<file path="src/udb_pkg.sv">
// Overview of operation
// - One buffer address: writes go to transmit shifter, reads come from receive latch.
// - A write loads the byte into the transmit shifter, held until shifted out or until a later write replaces it and restarts the frame.
// - Each write alone starts serial transmission of that byte.
// - A read returns the receive latch, the latest received byte.
// - Buffer is eight bits, bit 7 most significant, on both paths.
// - Transmit-done flag sets after 8th data bit, or after 9th bit in 9-bit framing, one clock after the stop bit starts.
package udb_pkg;
  localparam logic [7:0]  SERIAL_TX_RX_BUFFER_ADDR  = 8'h99;
  localparam logic [7:0]  SERIAL_TX_RX_BUFFER_RESET = 8'h00;
  localparam int          DATA_BITS                 = 8;
  localparam int          CLK_HZ                    = 50000000;
  localparam int          BAUD_DEFAULT              = 115200;
  localparam int          BIT_CYCLES_DEFAULT        = CLK_HZ / BAUD_DEFAULT;
  localparam int          SYNC_STAGES               = 2;

  typedef struct packed {
    logic       wr;
    logic       rd;
    logic [7:0] addr;
    logic [7:0] wdata;
  } udb_sfr_req_t;

  typedef enum logic [1:0] {
    udb_idle_e,
    udb_start_e,
    udb_data_e,
    udb_stop_e
  } udb_state_t;
endpackage

</file>
<file path="src/udb_uart_data_buffer_port.sv">
`timescale 1ns/1ps
`default_nettype none
module udb_uart_data_buffer_port
  import udb_pkg::*;
#(
  parameter int BIT_CYCLES = BIT_CYCLES_DEFAULT
) (
  input  wire logic         i_mclk,
  input  wire logic         i_arst_n,
  input  wire udb_sfr_req_t i_sfr,
  input  wire logic         i_nine_bit_mode,
  input  wire logic         i_tx_ninth_bit,
  input  wire logic         i_tx_done_clr,
  input  wire logic         i_rx_done_clr,
  input  wire logic         i_rx_pin,
  output logic       [7:0]  o_sfr_rdata,
  output logic              o_tx_pin,
  output logic              o_tx_busy,
  output logic              o_tx_done_flag,
  output logic              o_rx_done_flag
);

  ////////////////////////////////////////////////////////////////////////////
  // Decode
  logic sel;
  logic buf_wr;
  assign sel    = (i_sfr.addr == SERIAL_TX_RX_BUFFER_ADDR);
  assign buf_wr = i_sfr.wr && sel;

  ////////////////////////////////////////////////////////////////////////////
  // Transmit
  udb_state_t  tx_state;
  logic [8:0]  tx_shift;
  logic [3:0]  tx_bit;
  logic [31:0] tx_cnt;
  logic        tx_last;
  logic        tx_done_set;
  assign tx_last = (tx_cnt == 32'(BIT_CYCLES - 1));
  assign o_tx_busy = (tx_state != udb_idle_e);

  always_ff @(posedge i_mclk or negedge i_arst_n) begin
    if (!i_arst_n) begin
      tx_state    <= udb_idle_e;
      tx_shift    <= 9'h000;
      tx_bit      <= 4'h0;
      tx_cnt      <= 32'h0;
      o_tx_pin    <= 1'b1;
      tx_done_set <= 1'b0;
    end else begin
      tx_done_set <= 1'b0;
      if (buf_wr) begin
        tx_shift <= {i_tx_ninth_bit, i_sfr.wdata};
        tx_state <= udb_start_e;
        tx_cnt   <= 32'h0;
        tx_bit   <= 4'h0;
        o_tx_pin <= 1'b0;
      end else begin
        case (tx_state)
          udb_idle_e: begin
            o_tx_pin <= 1'b1;
          end
          udb_start_e: begin
            tx_cnt <= tx_last ? 32'h0 : tx_cnt + 32'h1;
            if (tx_last) begin
              tx_state <= udb_data_e;
              o_tx_pin <= tx_shift[0];
            end
          end
          udb_data_e: begin
            tx_cnt <= tx_last ? 32'h0 : tx_cnt + 32'h1;
            if (tx_last) begin
              tx_shift <= {1'b0, tx_shift[8:1]};
              tx_bit   <= tx_bit + 4'h1;
              if (tx_bit == 4'(DATA_BITS - 1) && !i_nine_bit_mode) begin
                tx_done_set <= 1'b1;
                tx_state    <= udb_stop_e;
                o_tx_pin    <= 1'b1;
              end else if (tx_bit == 4'(DATA_BITS)) begin
                tx_done_set <= 1'b1;
                tx_state    <= udb_stop_e;
                o_tx_pin    <= 1'b1;
              end else begin
                o_tx_pin <= tx_shift[1];
              end
            end
          end
          default: begin
            tx_cnt <= tx_last ? 32'h0 : tx_cnt + 32'h1;
            if (tx_last) begin
              tx_state <= udb_idle_e;
            end
          end
        endcase
      end
    end
  end

  always_ff @(posedge i_mclk or negedge i_arst_n) begin
    if (!i_arst_n) begin
      o_tx_done_flag <= 1'b0;
    end else if (tx_done_set) begin
      o_tx_done_flag <= 1'b1;
    end else if (i_tx_done_clr) begin
      o_tx_done_flag <= 1'b0;
    end
  end

  ////////////////////////////////////////////////////////////////////////////
  // Receive
  logic        rx_s1;
  logic        rx_s2;
  udb_state_t  rx_state;
  logic [8:0]  rx_shift;
  logic [3:0]  rx_bit;
  logic [31:0] rx_cnt;
  logic [7:0]  rx_latch;
  logic        rx_done_set;
  logic [3:0]  rx_nbits;
  assign rx_nbits = i_nine_bit_mode ? 4'(DATA_BITS + 1) : 4'(DATA_BITS);

  always_ff @(posedge i_mclk or negedge i_arst_n) begin
    if (!i_arst_n) begin
      rx_s1 <= 1'b1;
      rx_s2 <= 1'b1;
    end else begin
      rx_s1 <= i_rx_pin;
      rx_s2 <= rx_s1;
    end
  end

  always_ff @(posedge i_mclk or negedge i_arst_n) begin
    if (!i_arst_n) begin
      rx_state    <= udb_idle_e;
      rx_shift    <= 9'h000;
      rx_bit      <= 4'h0;
      rx_cnt      <= 32'h0;
      rx_latch    <= SERIAL_TX_RX_BUFFER_RESET;
      rx_done_set <= 1'b0;
    end else begin
      rx_done_set <= 1'b0;
      case (rx_state)
        udb_idle_e: begin
          rx_cnt <= 32'h0;
          rx_bit <= 4'h0;
          if (!rx_s2) begin
            rx_state <= udb_start_e;
          end
        end
        udb_start_e: begin
          rx_cnt <= rx_cnt + 32'h1;
          if (rx_cnt == 32'(BIT_CYCLES / 2)) begin
            rx_cnt   <= 32'h0;
            rx_state <= rx_s2 ? udb_idle_e : udb_data_e;
          end
        end
        udb_data_e: begin
          rx_cnt <= rx_cnt + 32'h1;
          if (rx_cnt == 32'(BIT_CYCLES - 1)) begin
            rx_cnt   <= 32'h0;
            rx_shift <= i_nine_bit_mode ? {rx_s2, rx_shift[8:1]} : {1'b0, rx_s2, rx_shift[7:1]};
            rx_bit   <= rx_bit + 4'h1;
            if (rx_bit == rx_nbits - 4'h1) begin
              rx_state <= udb_stop_e;
            end
          end
        end
        default: begin
          rx_cnt <= rx_cnt + 32'h1;
          if (rx_cnt == 32'(BIT_CYCLES - 1)) begin
            rx_state    <= udb_idle_e;
            rx_latch    <= rx_shift[7:0];
            rx_done_set <= 1'b1;
          end
        end
      endcase
    end
  end

  always_ff @(posedge i_mclk or negedge i_arst_n) begin
    if (!i_arst_n) begin
      o_rx_done_flag <= 1'b0;
    end else if (rx_done_set) begin
      o_rx_done_flag <= 1'b1;
    end else if (i_rx_done_clr) begin
      o_rx_done_flag <= 1'b0;
    end
  end

  ////////////////////////////////////////////////////////////////////////////
  // Read path
  always_ff @(posedge i_mclk or negedge i_arst_n) begin
    if (!i_arst_n) begin
      o_sfr_rdata <= SERIAL_TX_RX_BUFFER_RESET;
    end else if (i_sfr.rd && sel) begin
      o_sfr_rdata <= rx_latch;
    end else begin
      o_sfr_rdata <= 8'h00;
    end
  end

endmodule
`default_nettype wire

</file>
<file path="config.mk">
export PLATFORM = sky130hd
export DESIGN_NAME = udb_uart_data_buffer_port
export DESIGN_NICKNAME = d
export VERILOG_FILES = /design/src/udb_pkg.sv /design/src/udb_uart_data_buffer_port.sv
export SDC_FILE = /design/constraint.sdc
export NUM_CORES = 1
export LEC_CHECK = 0
export BUFFER_PORTS_ARGS = -buffer_cell sky130_fd_sc_hd__buf_4
export CAP_MARGIN = 25
export CELL_PAD_IN_SITES_DETAIL_PLACEMENT = 0
export CELL_PAD_IN_SITES_GLOBAL_PLACEMENT = 1
export CORE_MARGIN = 2
export CORE_UTILIZATION = 48
export DETAILED_ROUTE_END_ITERATION = 10
export PLACE_DENSITY = 0.81
export SYNTH_ARGS = -nofsm -noshare
export SYNTH_HDL_FRONTEND = slang
export SYNTH_SLANG_ARGS = --single-unit
</file>
<file path="constraint.sdc">
create_clock -name i_mclk -period 2.9 [get_ports i_mclk]
set_input_delay 0.29 -clock i_mclk [delete_from_list [all_inputs] [get_ports i_mclk]]
set_output_delay 0.29 -clock i_mclk [all_outputs]
set_load 0.01 [all_outputs]
</file>
==> reports/results.ini, run 1 <==
[status]
status=finished clean

[sta]
setup_viol=0
fmax_mhz=396.2
slew_headroom_pct=50.13
rsz0062_at_grt=false
finalCriticalPeriod_ps=2524
skew_ps=8.785
hold_ws_ps=74.46
hold_viol=0
min_period_over_period_pct=87.03
setup-tns-final_ps=0
worst_slack_ps=376.2
tightest_slew_ps=742.3
drv_slew=0

[clocking]
cts_tree=yes
worstSkewPairLatency_ps=410
cts_max_path_buffers=2
cts.htree.levels=4
cts.clk_slew.worst_paths_ps=60
clock-sinks=117
cts-buffers-inserted=17
cts_root_buf=clkbuf_16
cts_setup_buffers=0

[logic_synthesis]
netlist.area_leader.share_pct=47.32
synth_seq_area_share_pct=48.63
synth_cell_types=58
yosys-top-cells-area=dfrtp_1 (47%), nor2_1 (4.8%), xor2_1 (4.1%)
synthArstFlopShare_pct=100.0
synth_area_per_cell_sq_um=9.866
postSynthRegisterBits=117
netlist_instances=611
synth_edf_count=0
syn-cell-area_sq_um=6028
synthFlopType=dfrtp_1
yosys_warnings=0
yosysTopAreaCell=dfrtp_1
synth_nets=647

[placed_design]
place_ws_ps=440.2
dp_hpwl_um=9131
gp_congestion=0.8389
port_buffers=36
postPlaceCellArea_sq_um=6490

[worst_hold_path]
hp-class=in2reg

[detailed_routing]
drt_iter0_drc=369
drc=0
firstDrtPassIters=5
ant_nets=0
vias=4691
drt_wl_total_um=13070
via_per_inst=5.618
wire_per_inst_um=15.66

[global_routing]
grt_max_degree=55
gr-total-overflow=0
grt_pass1_vias=4632
grt_pass1_wl_um=22370
track_usage_pct=21.39
antenna_found_initial=0

[floorplan]
io_pins=37
die_h_um=116.1
die-area_sq_um=13470
core-area_sq_um=12110
rows=40
fp.dieW_um=116.1
start_util_pct=49.77

[cells_and_area]
area_delta_synth_final_pct=17.77
fillerInstances=1060
drive_gt1_share_pct=18.14
mostFrequentLayoutCell=dfrtp_1
diodes=0
post-route-cell-area_sq_um=7099
most-common-layout-cells=dfrtp_1 (114), nor2_1 (77), buf_4 (49)
nets=690

[worst_setup_path]
path_cells=inv_1 > ha_1 > or4b_4 > nor4_1 > a21o_1 > o22ai_1 > a21o_2
cp_max_fo=11
start_kind=flop
critPathMaxStageDelay_ps=480
critPathKind=reg2reg
reg2reg_setup_slack_ps=380
worstPathArrival_ps=2820
cp-end-kind=flop
crit_required_ps=3200
slowest_stage=nor4_1

[power_and_ir_drop]
totalPowerFinal_mw=4.363
leakagePower_nw=3.276
irDropWorstVdd_mv=0.4810
power.density_nw_per_um2=614.5

[run]
cap_viol_max_count=0

==> area by class of cell <==
type	count	area, sq um	share of cell area [%]
Clock inverter	14	150.1	2.115
Clock buffer	18	439.2	6.186
Tap cell	168	210.2	2.961
Inverter	20	75.07	1.057
Multi-Input combinational cell	446	2885	40.64
Timing Repair Buffer	52	407.9	5.746
Sequential cell	117	2932	41.29
==> path summary, 6_finish.rpt <==
| check | endpoint | from | depth (start not counted) |
|---|---|---|---|
| max | tx_cnt[11] | tx_cnt[1] | 7 |
| min | tx_shift[8] | i_tx_ninth_bit | 3 |
| max reg2reg | tx_cnt[11] | tx_cnt[1] | 7 |
| min reg2reg | rx_s2 | rx_s1 | 0 |
| max in group asynchronous | o_tx_pin | i_arst_n | 3 |
| min in group asynchronous | rx_cnt[16] | i_arst_n | 2 |
==> Yosys cell counts, types with 10 or more instances <==
cell type and n:
nor2_1 77, xor2_1 28, mux2_2 16, nand2_1 41
dfrtp_1 114, clkbuf_1 15, xnor2_1 21, inv_1 20
nor4_1 20, o21ai_0 22, mux2i_1 12, nor3_1 15
ha_1 11, and3_1 13, nand4_1 35, and2_1 11
nand3_1 35, buf_2 10
==> registers in the layout, summed over array words and instances, names as in the netlist <==
register	count
tx_state	2
rx_cnt	32
tx_cnt	32
rx_latch	8
o_sfr_rdata	8
tx_shift	9
tx_done_set	1
o_tx_done_flag	1
tx_bit	4
rx_done_set	1
rx_s2	1
rx_state	2
o_rx_done_flag	1
o_tx_pin	1
rx_bit	4
rx_s1	1
rx_shift	9
==> layer usage <==
layer | track usage [%] | part of all wire [%] | vias to the layer above
li1 | - | - | 2287
met1 | 29.03 | 47 | 2321
met2 | 32.94 | 48 | 73
met3 | 5.962 | 3.6 | 10
met4 | 7.857 | 0.97 | 0
met5 | 0 | 0 | -
==> worst max-delay path: cells and delay by family (launching register included) <==
kind,cells,cell delay (ps)
and+or+nand+nor,2,940
AOI/OAI and AO/OA,3,830
DFF,1,410
adders and majority gates,1,150
buffers and inverters,1,90
==> repair_timing <==
| action | CTS | global route |
|---|---|---|
| hold buffers | 2 | 0 |
| gates resized for setup | 0 | 0 |
| hold endpoints to repair | 51 | 0 |
==> power by group <==
group | switching, mW | internal, mW | total [mW]
clock network | 0.768 | 1.29 | 2.06
registers | 0.144 | 1.73 | 1.88
logic | 0.239 | 0.186 | 0.425
==> metrics by stage <==
stage	instances	utilization [%]
2_1_floorplan	611	-
3_3_place_gp	801	53.58
3_5_place_dp	801	53.58
4_1_cts	835	58.62
5_1_grt	835	58.62
6_report	835	58.62
==> logic make-up after synthesis <==
logic type | share of synthesized area, %
buf+inv | 3.508
compound gates | 6.974
mux | 4.981
fa+ha+maj | 2.283
flops | 48.63
xor+xnor | 7.119
simple gates | 26.50
Note: power is estimated with default switching activity, not from simulation.
==> run 2, diff against run 1 <==
Settings changed: MAX_ROUTING_LAYER set to met4.
==> run 2 against run 1 <==
Against the previous run:
- critical path depth shrank 2
- largest cell class unchanged
- final cell count is 0.12% higher
- worst hold slack got worse by 15 ps
- register-to-register slack better by 50 ps
- total power is 7.3% higher
- sequential share of layout area down 0.42 points
- routed wire length is 3.1% higher
- first-iteration DRC count grew 13%
- clock power up 15%
- final area grew 1.0%
- critical path type unchanged
==> reports/results.ini, run 2 (synthesis gave the netlist of run 1 again) <==
[status]
status=finished clean

[placed_design]
dp_hpwl_um=9287  ; +1.7%
gp_congestion=0.8805  ; +5.0%
port_buffers=36  ; unchanged
dp_cells=802  ; +0.12%
place_ws_ps=459.5  ; +19.29 ps

[clocking]
worstSkewPairLatency_ps=420  ; about the same
cts_tree=yes
clock-sinks=117  ; unchanged
cts-buffers-inserted=17  ; unchanged
cts_root_buf=clkbuf_16
ctsResizeCount=0  ; unchanged
cts.htree.levels=4  ; unchanged
cts_hold_buf=2  ; unchanged
cts_setup_buffers=0  ; unchanged
cts.clk_slew.worst_paths_ps=60  ; about the same
cts_max_path_buffers=2  ; unchanged

[detailed_routing]
drt_wl_total_um=13480  ; +3.1%
wire_per_inst_um=16.12  ; +3.0%
firstDrtPassIters=5  ; unchanged
vias=4761  ; +1.5%
drc=0  ; unchanged
drt_iter0_drc=417  ; +13%
via_per_inst=5.695  ; +1.4%
ant_nets=0  ; unchanged

[worst_setup_path]
worstPathArrival_ps=2780  ; -40 ps
cp-end-kind=flop
start_kind=flop
crit_required_ps=3200  ; about the same
cp_max_fo=9  ; -2
critPathKind=reg2reg

[power_and_ir_drop]
switching_power_mw=1.212  ; +5.3%
power_frac_seq_pct=40.2  ; -2.8 points
switching_share_pct=25.91  ; -0.49 points
irDropWorstVdd_mv=0.4266  ; -11%
power.share.combinational_pct=9.1  ; -0.6 points
leakagePower_nw=3.316  ; +1.2%
totalPowerFinal_mw=4.679  ; +7.3%
pwr-share-clk_pct=50.6  ; +3.4 points
p_int_mw=3.467  ; +8.0%
power.density_nw_per_um2=652.4  ; +6.2%

[cells_and_area]
fillerInstances=1082  ; +2.1%
mostFrequentLayoutCell=dfrtp_1
stdcell_count=836  ; +0.12%
area_delta_synth_final_pct=18.97
most-common-layout-cells=dfrtp_1 (114), nor2_1 (77), buf_4 (51)
nets=691  ; +0.14%
reg.largest.list=rx_cnt (32), tx_cnt (32)
drive_gt1_share_pct=18.26  ; +0.12 points
diodes=0  ; unchanged

[floorplan]
start_util_pct=49.77  ; unchanged
die_h_um=116.1  ; unchanged
io_pins=37  ; unchanged
fp.dieW_um=116.1  ; unchanged
core-area_sq_um=12110  ; unchanged
rows=40  ; unchanged
die-area_sq_um=13470  ; unchanged

[global_routing]
grt_max_degree=56  ; +1.8%
antenna_found_initial=0  ; unchanged
grt_pass1_wl_um=23230  ; +3.9%
track_usage_pct=22.88  ; +1.5 points
grt_pass1_vias=4767  ; +2.9%
gr-total-overflow=0  ; unchanged

[sta]
worst_slack_ps=423.2  ; +46.97 ps
min_period_over_period_pct=85.41  ; -1.6 points
slew_headroom_pct=49.28  ; -0.85 points
rsz0062_at_grt=false
drv_slew=0  ; unchanged
setup-tns-final_ps=0  ; unchanged
setup_viol=0  ; unchanged
finalCriticalPeriod_ps=2477  ; -46.97 ps
hold_ws_ps=59.20  ; -15.26 ps
skew_ps=6.156  ; -2.629 ps
hold_viol=0  ; unchanged
tightest_slew_ps=755.0  ; +12.70 ps
fmax_mhz=403.7  ; +1.9%

[run]
cap_viol_max_count=0  ; unchanged

[worst_hold_path]
hp-class=in2reg

[run 2: cell types whose count changed in the layout (fill, tap and decap cells not counted), moves of 2 or more]
cell / delta
inv_8: +2
clkinv_2: -3
buf_4: +2
bufinv_16: +3
clkinvlp_4: -2
[run 2: cell type report]
type / instances / area, sq um / area share, %
flip-flops and latches: 117 / 2932 / 40.88
clock buffers: 17 / 425.4 / 5.932
repair buffers: 53 / 402.9 / 5.618
multi-input cells: 446 / 2885 / 40.23
well taps: 168 / 210.2 / 2.931
clock inverters: 15 / 241.5 / 3.367
inverters: 20 / 75.07 / 1.047
[run 2: metal layers]
| metal | wire length (um) | track usage (%) | vias up |
|---|---|---|---|
| met5 | 0 | - | - |
| met2 | 6731 | 35.75 | 93 |
| met1 | 6025 | 28.83 | 2355 |
| met3 | 488 | 5.439 | 22 |
| met4 | 231 | 9.127 | 0 |
| li1 | - | - | 2291 |
[run 2: worst paths after layout]
check,startpoint,end,slack (ps),depth (start not counted)
max reg2reg,rx_cnt[23],rx_latch[1],420,5
min in group asynchronous,i_arst_n,rx_cnt[14],460,2
min,i_tx_ninth_bit,tx_shift[8],60,3
max,rx_cnt[23],rx_latch[1],420,5
min reg2reg,rx_s1,rx_s2,360,0
max in group asynchronous,i_arst_n,rx_s1,1600,3
[run 2: stage by stage]
stage	cell area, sq um	util, %
floorplan	6028	-
global placement	6485	53.54
detailed placement	6485	53.54
CTS	7172	59.21
global route	7172	59.21
finish	7172	59.21
[run 2: power groups by stage]
stage | clock network (mW) | logic, mW | registers (mW)
floorplan | 0 | 0.335 | 1.83
global placement | 0 | 0.418 | 1.90
detailed placement | 0 | 0.429 | 1.91
CTS | 2.41 | 0.431 | 1.88
global route | 2.49 | 0.486 | 1.90
finish | 2.37 | 0.428 | 1.88
[run 2: critical path, cell delays in order (launching register included)]
cell and delay (ps):
dfrtp_1 420, nor4_1 450, nand4_1 370, nor3_2 300, and3_1 440, mux2_2 390
